File: config.mk
export PLATFORM = sky130hd
export DESIGN_NAME = swc_top
export DESIGN_NICKNAME = d
export VERILOG_FILES = /design/src/swc_pkg.sv /design/src/swc_sync.sv /design/src/swc_top.sv
export SDC_FILE = /design/constraint.sdc
export NUM_CORES = 1
export LEC_CHECK = 0
export BUFFER_PORTS_ARGS = -buffer_cell sky130_fd_sc_hd__buf_2
export CORE_AREA = 2 2 88 90
export CTS_CLUSTER_DIAMETER = 80
export DETAILED_ROUTE_END_ITERATION = 16
export DIE_AREA = 0 0 90 92
export PLACE_DENSITY = 0.85
export RECOVER_POWER = 50
export REMOVE_ABC_BUFFERS = 1
export SYNTH_ARGS = -nofsm -noshare
export SYNTH_HDL_FRONTEND = slang
export SYNTH_HIERARCHICAL = 1
export SYNTH_SLANG_ARGS = --single-unit
File: constraint.sdc
create_clock -name clk_i -period 2.3 [get_ports clk_i]
set_clock_uncertainty 0.1 [all_clocks]
set_input_delay 0.345 -clock clk_i [delete_from_list [all_inputs] [get_ports clk_i]]
set_output_delay 0.345 -clock clk_i [all_outputs]
set_load 0.01 [all_outputs]
File: src/swc_pkg.sv
/*
 * swc_pkg: constants and carrier types for the sleep/wake controller.
 * Assumes a Wishbone classic slave with 32-bit data; registers are 8 bits wide,
 * one per aligned word.
 */
package swc_pkg;

  // ----------------------------------------------------------------------
  // register map (byte addresses)
  // ----------------------------------------------------------------------
  localparam logic [7:0] ADDR_INTCTL = 8'h00; // interrupt_control
  localparam logic [7:0] ADDR_PIE = 8'h04; // peripheral_irq_enables
  localparam logic [7:0] ADDR_PIR = 8'h08; // peripheral_irq_requests
  localparam logic [7:0] ADDR_CSF = 8'h0C; // core_state_flags
  localparam logic [7:0] ADDR_WDC = 8'h10; // watchdog_control
  localparam logic [7:0] ADDR_SLP = 8'h14; // sleep status / hf keep-alive

  // ----------------------------------------------------------------------
  // field positions
  // ----------------------------------------------------------------------
  localparam int INT_GIE = 7;
  localparam int INT_PERIPHERAL_IRQ_ENABLE = 6;
  localparam int INT_T0IE = 5;
  localparam int INT_EXTIE = 4;
  localparam int INT_IOCIE = 3;
  localparam int INT_T0IF = 2;
  localparam int INT_EXTIF = 1;
  localparam int INT_IOCIF = 0;
  localparam int PIR_CONV = 6;
  localparam int PIR_OSC = 4;
  localparam int PIR_LCELL = 3;
  localparam int PIR_TMR = 1;
  localparam int CSF_TO = 4;
  localparam int CSF_PD = 3;
  localparam int SLP_ASLEEP = 0;
  localparam int SLP_HFKEEP = 1;

  // ----------------------------------------------------------------------
  // masks and reset values
  // ----------------------------------------------------------------------
  localparam logic [7:0] PIR_MASK = 8'h5A;
  localparam logic [7:0] INTCTL_WMASK = 8'hFE; // ioc flag is read-only
  localparam logic [7:0] INTCTL_RST = 8'h00;
  localparam logic [7:0] PIE_RST = 8'h00;
  localparam logic [7:0] PIR_RST = 8'h00;
  localparam logic [7:0] WDC_RST = 8'h16; // 2 s period, software enable off
  localparam logic [7:0] CSF_TOPD_RST = 8'h18; // timeout_flag_n=1, power_down=1
  localparam logic [3:0] POSTSCALE_RST = 4'h0;

  // ----------------------------------------------------------------------
  // state machine
  // ----------------------------------------------------------------------
  typedef enum logic [1:0] {
    ST_RUN = 2'b00,
    ST_SLEEP = 2'b01,
    ST_WAKE = 2'b10
  } swc_state_type;

  // peripheral event pulses from the sleep-capable sources
  typedef struct packed {
    logic conv_done;
    logic osc_overflow;
    logic logic_cell_edge;
    logic timer_match;
  } swc_events_type;

  // reset sources seen from the pins / supervisors
  typedef struct packed {
    logic ext_pin;
    logic ext_pin_en;
    logic brownout;
    logic brownout_en;
    logic power_on;
  } swc_resets_type;

endpackage : swc_pkg

File: src/swc_sync.sv
/*
 * swc_sync: two-flop synchroniser, one per bit.
 * Assumes asynchronous inputs and a single destination clock.
 */
`timescale 1ns/1ps
module swc_sync #(
  parameter int WIDTH = 1
) (
  // clock and reset
  input wire logic clk_i,
  input wire logic rst_i,
  input wire logic ce_i,
  // data
  input wire logic [WIDTH-1:0] d_i,
  output logic [WIDTH-1:0] q_o
);

  logic [WIDTH-1:0] meta_q;

  // ----------------------------------------------------------------------
  // two stages; the first is read only by the second
  // ----------------------------------------------------------------------
  always_ff @(posedge clk_i) begin
    if (rst_i) begin
      meta_q <= '0;
      q_o <= '0;
    end else if (ce_i) begin
      meta_q <= d_i;
      q_o <= meta_q;
    end
  end

endmodule : swc_sync

File: src/swc_top.sv
/*
 * swc_top: sleep/wake controller with its interrupt flag registers.
 * Assumes the core pulses sleep_exec_i for one cycle when it issues the
 * sleep instruction, and that a Wishbone classic master reaches the registers.
 */
// The Wishbone slave port and the address map were chosen for this implementation.
// What this block does
// - sleep is entered only when the core issues the sleep instruction
// - watchdog cleared on sleep entry; keeps counting if enabled in sleep
// - power-down flag cleared on sleep entry
// - active-low timeout flag set to one on sleep entry
// - cpu clock gated off while asleep
// - low-frequency oscillator stays running during sleep
// - converter continues in sleep when its dedicated clock is selected
// - i/o ports hold their drive state during sleep
// - non-watchdog reset sources keep working in sleep
// - wake on pin, brown-out, power-on, watchdog, external or peripheral interrupt
// - pin, brown-out and power-on wakes reset; others continue execution
// - the instruction after sleep is prefetched during sleep
// - interrupt wake needs the individual enable, not the global enable
// - global enable off resumes next instruction; on, then vectors
// - watchdog cleared on every wake-up
// - high-frequency oscillator may stay on for waveform or numeric oscillator
// - enabled flag pending before sleep makes sleep a no-operation
// - interrupt during sleep entry completes entry then wakes at once
// - request register bits 6,4,3,1 hold flags; other bits read zero
// - oscillator overflow flag set on overflow, held until cleared
// - logic-cell flag set on event, held until cleared
// - timer flag set on the match after postscaler count of matches, held until cleared
// - flags set regardless of individual or global enable
// - peripheral requests pass only while peripheral enable is set
`timescale 1ns/1ps
module swc_top (
  // clock, reset, enable
  input wire logic clk_i,
  input wire logic rst_i,
  input wire logic ce_i,
  // wishbone classic slave
  input wire logic wb_cyc_i,
  input wire logic wb_stb_i,
  input wire logic wb_we_i,
  input wire logic [7:0] wb_adr_i,
  input wire logic [3:0] wb_sel_i,
  input wire logic [31:0] wb_dat_i,
  output logic [31:0] wb_dat_o,
  output logic wb_ack_o,
  // core interface
  input wire logic sleep_exec_i,
  input wire logic clrwdt_i,
  input wire logic [3:0] timer_postscale_i,
  output logic cpu_clk_en_o,
  output logic prefetch_hold_o,
  output logic irq_vector_o,
  output logic device_reset_o,
  output logic wdt_clear_o,
  output logic asleep_o,
  // event sources
  input wire swc_pkg::swc_events_type periph_evt_i,
  input wire logic t0_ovf_i,
  input wire logic ext_int_i,
  input wire logic ioc_any_i,
  input wire logic wdt_timeout_i,
  input wire swc_pkg::swc_resets_type resets_i,
  input wire logic conv_dedicated_clk_i,
  input wire logic hf_osc_request_i,
  // clock and port controls
  output logic lf_osc_en_o,
  output logic hf_osc_en_o,
  output logic conv_clk_en_o,
  output logic port_hold_o,
  output logic [4:0] wdt_period_sel_o,
  output logic wdt_sw_enable_o
);

  // ----------------------------------------------------------------------
  // declarations
  // ----------------------------------------------------------------------
  swc_pkg::swc_state_type state_q;
  logic [7:0] intctl_q;
  logic [7:0] pie_q;
  logic [7:0] pir_q;
  logic [7:0] wdc_q;
  logic power_down_flag_q;
  logic timeout_flag_n_q;
  logic [3:0] tmr_cnt_q;
  logic [7:0] evt_sync;
  swc_pkg::swc_resets_type rst_sync;
  logic [7:0] evt_q;
  logic [7:0] evt_rise;
  logic wb_req;
  logic wb_wr;
  logic wb_ack_q;
  logic [31:0] rd_d;
  logic [31:0] rd_q;
  logic [7:0] pir_set;
  logic [7:0] intctl_set;
  logic periph_wake;
  logic core_wake;
  logic irq_wake;
  logic hard_reset;
  logic wdt_wake;
  logic sleep_nop;
  logic sleep_enter;
  logic tmr_fire;

  // ----------------------------------------------------------------------
  // input synchronisers
  // ----------------------------------------------------------------------
  // every event and reset source passes two flops before use
  swc_sync #(.WIDTH(8)) u_evt_sync (
    .clk_i(clk_i),
    .rst_i(rst_i),
    .ce_i(ce_i),
    .d_i({periph_evt_i, t0_ovf_i, ext_int_i, ioc_any_i, wdt_timeout_i}),
    .q_o(evt_sync)
  );

  swc_sync #(.WIDTH(5)) u_rst_sync (
    .clk_i(clk_i),
    .rst_i(rst_i),
    .ce_i(ce_i),
    .d_i(resets_i),
    .q_o(rst_sync)
  );

  // edge detect on synchronised event levels
  always_ff @(posedge clk_i) begin
    if (rst_i) begin
      evt_q <= 8'h00;
    end else if (ce_i) begin
      evt_q <= evt_sync;
    end
  end
  // watchdog timeout is a level and passes through; ioc is read from evt_sync
  assign evt_rise = {evt_sync[7:1] & ~evt_q[7:1], evt_sync[0]};

  // ----------------------------------------------------------------------
  // timer postscaler
  // ----------------------------------------------------------------------
  // counts matches; flag fires on the next match once count equals postscale setting
  assign tmr_fire = evt_rise[4] && (tmr_cnt_q == timer_postscale_i);

  always_ff @(posedge clk_i) begin
    if (rst_i) begin
      tmr_cnt_q <= swc_pkg::POSTSCALE_RST;
    end else if (ce_i && evt_rise[4]) begin
      tmr_cnt_q <= tmr_fire ? swc_pkg::POSTSCALE_RST : tmr_cnt_q + 4'h1;
    end
  end

  // ----------------------------------------------------------------------
  // wishbone decode
  // ----------------------------------------------------------------------
  assign wb_req = wb_cyc_i && wb_stb_i && !wb_ack_q;
  assign wb_wr = wb_req && wb_we_i && wb_sel_i[0];

  // ----------------------------------------------------------------------
  // flag set terms
  // ----------------------------------------------------------------------
  // flags are set regardless of any enable bit
  always_comb begin
    pir_set = 8'h00;
    pir_set[swc_pkg::PIR_CONV] = evt_rise[7];
    pir_set[swc_pkg::PIR_OSC] = evt_rise[6];
    pir_set[swc_pkg::PIR_LCELL] = evt_rise[5];
    pir_set[swc_pkg::PIR_TMR] = tmr_fire;
    intctl_set = 8'h00;
    intctl_set[swc_pkg::INT_T0IF] = evt_rise[3];
    intctl_set[swc_pkg::INT_EXTIF] = evt_rise[2];
  end

  // peripheral request register; set wins over a same-cycle write
  always_ff @(posedge clk_i) begin
    if (rst_i) begin
      pir_q <= swc_pkg::PIR_RST;
    end else if (ce_i) begin
      if (wb_wr && wb_adr_i == swc_pkg::ADDR_PIR) begin
        pir_q <= (wb_dat_i[7:0] | pir_set) & swc_pkg::PIR_MASK;
      end else begin
        pir_q <= pir_q | pir_set;
      end
    end
  end

  // interrupt control; ioc flag follows its source level, read-only
  always_ff @(posedge clk_i) begin
    if (rst_i) begin
      intctl_q <= swc_pkg::INTCTL_RST;
    end else if (ce_i) begin
      if (wb_wr && wb_adr_i == swc_pkg::ADDR_INTCTL) begin
        intctl_q <= (wb_dat_i[7:0] & swc_pkg::INTCTL_WMASK) | intctl_set | {7'h00, evt_sync[1]};
      end else begin
        intctl_q <= {intctl_q[7:1] | intctl_set[7:1], evt_sync[1]};
      end
    end
  end

  // enable registers
  always_ff @(posedge clk_i) begin
    if (rst_i) begin
      pie_q <= swc_pkg::PIE_RST;
      wdc_q <= swc_pkg::WDC_RST;
    end else if (ce_i && wb_wr) begin
      if (wb_adr_i == swc_pkg::ADDR_PIE) begin
        pie_q <= wb_dat_i[7:0] & swc_pkg::PIR_MASK;
      end
      if (wb_adr_i == swc_pkg::ADDR_WDC) begin
        wdc_q <= {2'b00, wb_dat_i[5:0]};
      end
    end
  end

  // ----------------------------------------------------------------------
  // wake request
  // ----------------------------------------------------------------------
  // individual enables, plus peripheral enable for peripheral flags; global enable does not gate wake
  assign periph_wake = |(pir_q & pie_q) && intctl_q[swc_pkg::INT_PERIPHERAL_IRQ_ENABLE];
  assign core_wake = (intctl_q[swc_pkg::INT_T0IE] && intctl_q[swc_pkg::INT_T0IF])
    || (intctl_q[swc_pkg::INT_EXTIE] && intctl_q[swc_pkg::INT_EXTIF])
    || (intctl_q[swc_pkg::INT_IOCIE] && intctl_q[swc_pkg::INT_IOCIF]);
  assign irq_wake = periph_wake || core_wake;
  // pin and brown-out reset only when enabled; power-on always
  assign hard_reset = (rst_sync.ext_pin && rst_sync.ext_pin_en)
    || (rst_sync.brownout && rst_sync.brownout_en) || rst_sync.power_on;
  assign wdt_wake = evt_sync[0];

  // pending enabled flag before sleep turns it into a no-operation
  assign sleep_nop = sleep_exec_i && state_q == swc_pkg::ST_RUN && irq_wake;
  assign sleep_enter = sleep_exec_i && state_q == swc_pkg::ST_RUN && !irq_wake;

  // ----------------------------------------------------------------------
  // sleep state machine
  // ----------------------------------------------------------------------
  // ST_WAKE lasts one cycle so the resume/vector decision is a clean pulse
  always_ff @(posedge clk_i) begin
    if (rst_i) begin
      state_q <= swc_pkg::ST_RUN;
    end else if (ce_i) begin
      case (state_q)
        swc_pkg::ST_RUN: begin
          if (sleep_enter) begin
            state_q <= swc_pkg::ST_SLEEP;
          end
        end
        swc_pkg::ST_SLEEP: begin
          // a request arriving during entry wakes on the next cycle
          if (irq_wake || wdt_wake || hard_reset) begin
            state_q <= swc_pkg::ST_WAKE;
          end
        end
        swc_pkg::ST_WAKE: begin
          state_q <= swc_pkg::ST_RUN;
        end
        default: begin
          state_q <= swc_pkg::ST_RUN;
        end
      endcase
    end
  end

  // ----------------------------------------------------------------------
  // status flags
  // ----------------------------------------------------------------------
  // no-op sleep leaves both flags untouched; watchdog wake clears the
  // timeout flag so software can tell why it woke
  always_ff @(posedge clk_i) begin
    if (rst_i) begin
      power_down_flag_q <= swc_pkg::CSF_TOPD_RST[swc_pkg::CSF_PD];
      timeout_flag_n_q <= swc_pkg::CSF_TOPD_RST[swc_pkg::CSF_TO];
    end else if (ce_i) begin
      if (sleep_enter) begin
        power_down_flag_q <= 1'b0;
        timeout_flag_n_q <= 1'b1;
      end else if (state_q == swc_pkg::ST_SLEEP && wdt_wake && !irq_wake) begin
        timeout_flag_n_q <= 1'b0;
      end else if (clrwdt_i && state_q == swc_pkg::ST_RUN) begin
        power_down_flag_q <= 1'b1;
        timeout_flag_n_q <= 1'b1;
      end
    end
  end

  // ----------------------------------------------------------------------
  // core and clock controls
  // ----------------------------------------------------------------------
  always_ff @(posedge clk_i) begin
    if (rst_i) begin
      irq_vector_o <= 1'b0;
      device_reset_o <= 1'b0;
      wdt_clear_o <= 1'b0;
    end else if (ce_i) begin
      // vector only after the prefetched instruction runs, when global is on
      irq_vector_o <= state_q == swc_pkg::ST_WAKE && irq_wake
        && intctl_q[swc_pkg::INT_GIE];
      device_reset_o <= state_q == swc_pkg::ST_SLEEP && hard_reset;
      // cleared on entry and on every exit, not on a no-op sleep
      wdt_clear_o <= sleep_enter || clrwdt_i
        || (state_q == swc_pkg::ST_SLEEP && (irq_wake || wdt_wake || hard_reset));
    end
  end

  assign asleep_o = state_q == swc_pkg::ST_SLEEP;
  assign cpu_clk_en_o = !asleep_o;
  // the prefetched instruction is frozen, not refetched
  assign prefetch_hold_o = asleep_o;
  assign port_hold_o = asleep_o;
  assign lf_osc_en_o = 1'b1;
  assign hf_osc_en_o = !asleep_o || hf_osc_request_i;
  assign conv_clk_en_o = !asleep_o || conv_dedicated_clk_i;
  // watchdog keeps counting in sleep when enabled; counter lives outside
  assign wdt_period_sel_o = wdc_q[5:1];
  assign wdt_sw_enable_o = wdc_q[0];

  // ----------------------------------------------------------------------
  // read mux and ack
  // ----------------------------------------------------------------------
  always_comb begin
    rd_d = 32'h0000_0000;
    case (wb_adr_i)
      swc_pkg::ADDR_INTCTL: rd_d[7:0] = intctl_q;
      swc_pkg::ADDR_PIE: rd_d[7:0] = pie_q;
      swc_pkg::ADDR_PIR: rd_d[7:0] = pir_q & swc_pkg::PIR_MASK;
      swc_pkg::ADDR_CSF: begin
        rd_d[swc_pkg::CSF_TO] = timeout_flag_n_q;
        rd_d[swc_pkg::CSF_PD] = power_down_flag_q;
      end
      swc_pkg::ADDR_WDC: rd_d[7:0] = wdc_q;
      swc_pkg::ADDR_SLP: begin
        rd_d[swc_pkg::SLP_ASLEEP] = asleep_o;
        rd_d[swc_pkg::SLP_HFKEEP] = hf_osc_request_i;
      end
      default: rd_d = 32'h0000_0000;
    endcase
  end

  // one wait-free ack per request; unmapped reads return zero
  always_ff @(posedge clk_i) begin
    if (rst_i) begin
      wb_ack_q <= 1'b0;
      rd_q <= 32'h0000_0000;
    end else if (ce_i) begin
      wb_ack_q <= wb_req;
      if (wb_req) begin
        rd_q <= rd_d;
      end
    end
  end

  assign wb_ack_o = wb_ack_q;
  assign wb_dat_o = rd_q;

endmodule : swc_top

==> flow_metrics.py, run 1 <==
metrics = {
    "worst_setup_path": {
        "r2r_slack_ns": 0.53,
        "cpPeakStageDelay_ns": 0.63,
        "cp-start-kind": "input pin",
        "worstSetupPathType": "in -> reg",
        "worstPathRequired_ns": 2.39,
        "crit_cells": 6,
        "critPathMaxFanout": 10,
        "crit_end": "intctl_q[5]$_SDFFE_PP0P_",
        "cp-end-kind": "flip-flop",
        "crit_path_start": "wb_adr_i[4]",
        "crit_path_top_delay_cell": "or4_4",
        "arrival_ns": 1.88,
        "r2r-end": "wdc_q[3]$_SDFFE_PP0P_",
        "rr_worst_depth": 5,
        "cp.buffers_inverters": 2,
        "critPathTopFamily": "simple AND/OR/NAND/NOR gates",
        "reg2reg_from": "wb_ack_o$_SDFFE_PP0P_",
        "path_cells": "buf_2 -> or4_4 -> nor4_4 -> buf_4 -> mux2i_1 -> nor2_1",
    },
    "clock_network": {
        "clock_sinks": 74,
        "postCtsResizedCells": 0,
        "ctsHoldBuffers": 0,
        "h-tree-depth": 3,
        "cts_tree": "built",
        "cts_buffers": 9,
        "worstSkewPairLatency_ns": 0.35,
        "clockRootBuffer": "clkbuf_8",
        "clockBufferDepth": 2,
        "postCtsSetupBuffers": 0,
        "clk_pin_slew_ns": 0.09,
    },
    "logic_synthesis": {
        "synth_edf_count": 0,
        "synth_area_leader_cell": "dfxtp_1",
        "syn_inst": 383,
        "synth_warnings": 6,
        "synthTopCellsByArea": "dfxtp_1 (42%), mux2i_1 (12%), nor2_1 (6.0%)",
        "synthFlopType": "dfxtp_1",
        "ys_ff_latch": 74,
        "synth.most_common_cell": "dfxtp_1",
        "synth_async_sr_flop_share": 0,
        "ys_types": 57,
        "ys_seq_area_frac": 0.4172,
        "syn_area_um2": 3551,
        "synth_commonest_cells": "dfxtp_1 (74), nor2_1 (57), mux2i_1 (44)",
        "syn_area_per_cell_um2": 9.271,
        "synth_top_area_frac": 0.4172,
    },
    "place": {
        "io_buffers": 67,
        "gp_congestion": 0.8786,
        "hpwl_um": 5588,
        "dp_cells": 537,
    },
    "grt": {
        "overflow": 0,
        "grtUsageMet1": 0.2425,
        "grt_busiest_layer": "met2",
        "grt_pass1_wl_um": 13090,
        "grt_pass1_vias": 2766,
        "antenna_found_initial": 0,
        "grt_max_degree": 52,
        "grt.total_usage": 0.1940,
        "gr-usage-met3": 0.03287,
        "grt_util_met2": 0.3296,
    },
    "route": {
        "via_per_inst": 5.369,
        "remaining_drc_errors": 0,
        "drt-wirelength-per-cell_um": 14.12,
        "ant_nets": 0,
        "wl_um": 7807,
        "via_count": 2969,
        "drtIter0Drc": 133,
        "firstDrtPassIters": 4,
    },
    "sta": {
        "grt_setup_unrepaired": "no",
        "fmax_mhz": 557.6,
        "setup_tns_ns": 0,
        "relSlewSlack": 0.3399,
        "hold_ws_ns": 0.1267,
        "fin_crit_ns": 1.794,
        "period_share": 0.7798,
        "maxSlewViolCount": 0,
        "setup_viol": 0,
        "hold_viol": 0,
        "tightest_slew_ns": 0.9901,
    },
    "floorplan": {
        "die_height_um": 92,
        "die_area_um2": 8280,
        "fp-row-count": 32,
        "die_w_um": 90,
        "initial_core_util": 0.4768,
        "io-pin-count": 120,
        "coreArea_um2": 7447,
    },
    "worst_hold_path": {
        "hold_class": "in -> reg",
    },
    "final_layout": {
        "area_growth_pct": 14.48,
        "antenna-diode-count": 0,
        "layout-drive-gt1-share": 0.1907,
        "final_cells": 553,
        "layout.nets": 518,
    },
    "power_and_ir_drop": {
        "max-vdd-ir-drop_mv": 0.5052,
        "p_total_mw": 2.774,
        "p_leak_nw": 1.640,
        "cellPowerDensity_nw_per_um2": 682.5,
    },
    "flow_run": {
        "maxCapViolCount": 0,
    },
    "status": {
        "status": "complete, no violations",
    },
}
[final cells by class]
cell class              instances  area [um^2]
flip-flops and latches         74         1481
repair buffers                 78        401.6
multi-input cells             276         1795
well taps                     102        127.6
clock buffers                  10        137.6
fillers                       677         3382
inverters                       7        26.28
clock inverters                 6        95.09
[worst min path at each step]
stage | from | depth (start not counted) | to | slack, ns
after floorplan | rst_i | 1 | device_reset_o$_SDFFE_PP0P_ | 0.31
after global placement | wb_dat_o[5]$_SDFFE_PP0P_ | 2 | wb_dat_o[5]$_SDFFE_PP0P_ | 0.34
after detailed placement | wb_dat_o[7]$_SDFFE_PP0P_ | 2 | wb_dat_o[7]$_SDFFE_PP0P_ | 0.34
after CTS | resets_i[1] | 3 | u_rst_sync/meta_q[1]$_SDFFE_PP0P_ | 0.12
after global routing | resets_i[1] | 3 | u_rst_sync/meta_q[1]$_SDFFE_PP0P_ | 0.13
final | resets_i[1] | 3 | u_rst_sync/meta_q[1]$_SDFFE_PP0P_ | 0.13
[worst reg2reg max path, stage by stage (launching register included)]
cell,delay [ns]
dfxtp_1,0.35
nand2b_1,0.19
buf_4,0.18
nor4_2,0.55
nand3_1,0.15
a21oi_1,0.17
[cells by family after synthesis]
logic type	synth area share
mux	0.1378
other cells	0.002115
simple gates	0.2037
compound gates	0.1170
flops	0.4172
xor+xnor	0.01727
fa+ha+maj	0.003523
buf+inv	0.1015
[metal layers]
metal / vias to the layer above / share of wire
met2: 127 / 0.48
met3: 19 / 0.060
met1: 1385 / 0.43
met4: 0 / 0.026
li1: 1438 / -
met5: - / 0
[per-stage QoR]
stage	setup WS (ns)	util	cell area, um^2
global placement	0.2258	0.5185	3861
detailed placement	0.1865	0.5185	3861
finish	0.5065	0.5459	4065
CTS	0.5145	0.5497	4094
global route	0.3469	0.5459	4065
floorplan	0.4112	-	3303
[power breakdown]
group	internal [mW]	switching (mW)	total (mW)
Combinational	0.113	0.163	0.276
Clock	0.654	0.508	1.16
Sequential	1.31	0.0223	1.34
[placed cells by master, fill, tap and decap left out, types with 10 or more instances in the layout]
cell type / n
conb_1: 25
nor2_1: 57
nand2_1: 19
clkbuf_8: 10
dfxtp_1: 74
mux2i_1: 44
clkbuf_1: 19
nand3_1: 14
a21oi_1: 12
buf_2: 49
[registers in the layout, summed over array words and instances (netlist names)]
register and flops:
u_rst_sync/meta_q 5, irq_vector_o 1, u_rst_sync/q_o 5, tmr_cnt_q 4, wdt_clear_o 1, u_evt_sync/meta_q 8, pie_q 4, wb_ack_o 1
evt_q 7, wb_dat_o 8, power_down_flag_q 1, state_q 2, timeout_flag_n_q 1, intctl_q 7, u_evt_sync/q_o 8, pir_q 4
wdc_q 6, device_reset_o 1
(Power assumes the default switching activity.)
==> inputs of run 2 (changes only) <==
--- a/config.mk
+++ b/config.mk
@@ -5,11 +5,12 @@
 export SDC_FILE = /design/constraint.sdc
 export NUM_CORES = 1
 export LEC_CHECK = 0
+export ABC_AREA = 1
 export BUFFER_PORTS_ARGS = -buffer_cell sky130_fd_sc_hd__buf_2
-export CORE_AREA = 2 2 88 90
+export CORE_AREA = 2 2 90 92
 export CTS_CLUSTER_DIAMETER = 80
 export DETAILED_ROUTE_END_ITERATION = 16
-export DIE_AREA = 0 0 90 92
+export DIE_AREA = 0 0 92 94
 export PLACE_DENSITY = 0.85
 export RECOVER_POWER = 50
 export REMOVE_ABC_BUFFERS = 1
==> constraint.sdc (replaced) <==
create_clock -name clk_i -period 1.9 [get_ports clk_i]
set_clock_uncertainty 0.1 [all_clocks]
set_input_delay 0.285 -clock clk_i [delete_from_list [all_inputs] [get_ports clk_i]]
set_output_delay 0.285 -clock clk_i [all_outputs]
set_load 0.01 [all_outputs]
==> run 2 against run 1 <==
Die area increased by 4.4%. Critical path depth down 1. Worst setup slack worse by 0.38 ns. Largest power group unchanged. Area after synthesis is 7.0% higher. First-iteration DRC count up 27%. Register-to-register slack lost 0.26 ns. Critical path type is now reg -> out. Power grew 15%. Combinational power grew 37%. Hold slack lost 0.042 ns.
==> flow_metrics.py, run 2 <==
metrics = {
    "sta": {
        "setup_slack_ns": 0.1313,
        "tightest_slew_ns": 0.6991,
        "relSlewSlack": 0.5339,
        "fmax_mhz": 565.4,
        "period_share": 0.9309,
        "setup_tns_ns": 0,
        "hold_viol": 0,
        "fin_crit_ns": 1.769,
        "grt_setup_unrepaired": "no",
        "setup_viol": 0,
        "maxSlewViolCount": 0,
    },
    "logic_synthesis": {
        "ys_types": 40,
        "synth_area_leader_cell": "dfxtp_1",
        "synth_top_area_frac": 0.3899,
        "synth.most_common_cell": "nand2_1",
        "synth_warnings": 6,
        "synthMuxAreaShare": 0,
        "synth_compound_area_frac": 0.07738,
        "synth_top_family_by_area": "simple AND/OR/NAND/NOR gates",
        "synthAdderAreaFrac": 0.003293,
        "ys_ff_latch": 74,
        "syn_area_per_cell_um2": 6.921,
        "syn_inst": 549,
        "synth_edf_count": 0,
        "synthFlopType": "dfxtp_1",
        "ys_seq_area_frac": 0.3899,
        "syn_area_um2": 3800,
        "synth_commonest_cells": "nand2_1 (151), nor2_1 (86), dfxtp_1 (74)",
        "synthXorXnorAreaFrac": 0.006915,
        "synthTopCellsByArea": "dfxtp_1 (39%), nand2_1 (15%), nor2_1 (8.5%)",
        "synthSimpleGateAreaFrac": 0.3655,
        "synth_async_sr_flop_share": 0,
    },
    "final_layout": {
        "final_common_cell": "nand2_1",
        "mostFrequentLayoutCells": "nand2_1 (151), nor2_1 (86), dfxtp_1 (74), inv_1 (65), buf_2 (52)",
        "fillCellCount": 736,
        "layout-drive-gt1-share": 0.1833,
        "area_growth_pct": 12.18,
        "seq_area_um2": 1481,
        "layout.nets": 689,
        "antenna-diode-count": 0,
        "multiInputGateArea_um2": 1815,
    },
    "clock_network": {
        "postCtsSetupBuffers": 0,
        "ctsHoldBuffers": 0,
        "postCtsResizedCells": 0,
        "cts_buffers": 9,
        "clock_sinks": 74,
        "h-tree-depth": 3,
        "clk_pin_slew_ns": 0.08,
        "clockRootBuffer": "clkbuf_8",
        "worstSkewPairLatency_ns": 0.34,
        "cts_tree": "built",
        "clockBufferDepth": 2,
    },
    "route": {
        "via_count": 3398,
        "firstDrtPassIters": 5,
        "drtIter0Drc": 169,
        "via_per_inst": 4.693,
        "remaining_drc_errors": 0,
        "ant_nets": 0,
        "drt-wirelength-per-cell_um": 11.25,
        "wl_um": 8145,
    },
    "status": {
        "status": "complete, no violations",
    },
    "place": {
        "post-place-ws_ns": 0.2457,
        "hpwl_um": 6140,
        "gp_congestion": 0.9553,
        "io_buffers": 67,
    },
    "worst_setup_path": {
        "cpPeakStageDelay_ns": 0.34,
        "worstPathRequired_ns": 1.51,
        "worstSetupPathType": "reg -> out",
        "arrival_ns": 1.38,
        "path_cells": "inv_1 -> nor2_1 -> inv_1 -> or2_2 -> buf_2",
        "crit_top_cell": "inv_1",
        "cp-end-kind": "output pin",
        "critPathMaxFanout": 3,
        "crit_path_top_delay_cell": "dfxtp_1",
        "cp-start-kind": "flip-flop",
        "r2r_slack_ns": 0.27,
    },
    "floorplan": {
        "coreArea_um2": 7607,
        "initial_core_util": 0.4995,
        "die_w_um": 92,
        "die_area_um2": 8648,
        "fp-row-count": 32,
        "io-pin-count": 120,
        "die_height_um": 94,
    },
    "grt": {
        "antenna_found_initial": 0,
        "grt_pass1_vias": 3112,
        "overflow": 0,
        "grt.total_usage": 0.1967,
        "grt_max_degree": 32,
        "grt_pass1_wl_um": 13520,
    },
    "power_and_ir_drop": {
        "max-vdd-ir-drop_mv": 0.3082,
        "cellPowerDensity_nw_per_um2": 746.8,
        "p_leak_nw": 2.181,
    },
    "worst_hold_path": {
        "hold_class": "in -> reg",
    },
    "flow_run": {
        "maxCapViolCount": 0,
    },
}
[run 2: path summary, 6_finish.rpt]
kind,start,endpoint,cells past startpoint
max reg2reg,wb_ack_o$_SDFFE_PP0P_,intctl_q[6]$_SDFFE_PP0P_,7
max,state_q[0]$_SDFFE_PP0P_,hf_osc_en_o,5
min,wb_dat_i[2],wdc_q[2]$_SDFFE_PP1P_,3
min reg2reg,evt_q[6]$_SDFFE_PP0P_,evt_q[6]$_SDFFE_PP0P_,2
[run 2: logic make-up (layout without fill, tap and decap cells)]
group | count (synthesis) | count (layout)
compound gates | 53 | 53
xor+xnor | 3 | 3
fa+ha+maj | 1 | 1
buf+inv | 113 | 163
flops | 74 | 74
other cells | 2 | 25
simple gates | 303 | 303
[run 2: routing by layer]
layer	track usage	vias up	part of all wire
li1	-	1773	-
met1	0.2367	1494	0.44
met2	0.3364	114	0.47
met3	0.04173	17	0.061
met4	0.09204	0	0.022
met5	0	-	0
[run 2: final cells by class]
| class | instances | area share |
|---|---|---|
| inverter | 72 | 0.06516 |
| clock buffer | 12 | 0.03874 |
| clock inverter | 4 | 0.005870 |
| sequential | 74 | 0.3475 |
| multi-input combinational | 385 | 0.4259 |
| timing repair buffer | 75 | 0.08688 |
| tap | 102 | 0.02994 |
[run 2: power by group]
part           switching [mW]  internal [mW]
logic                   0.242          0.136
clock network           0.575          0.576
registers              0.0392           1.62
[run 2: through the flow]
stage               instance area (um^2)  utilization  std cells  power (mW)  hold WS [ns]
finish                              4263       0.5604        724       3.183       0.08471
floorplan                           3575            -        531       1.912        0.2541
global route                        4263       0.5604        724       3.335       0.07852
global placement                    4098       0.5387        708       2.055        0.3416
CTS                                 4288       0.5637        724       3.203       0.06910
detailed placement                  4098       0.5387        708       2.070        0.3463
[run 2: critical path, delay by kind of cell (launching register included)]
family,cells,cell delay (ns)
flip-flops,1,0.34
buffers and inverters,3,0.29
AND/OR/NAND/NOR,2,0.40
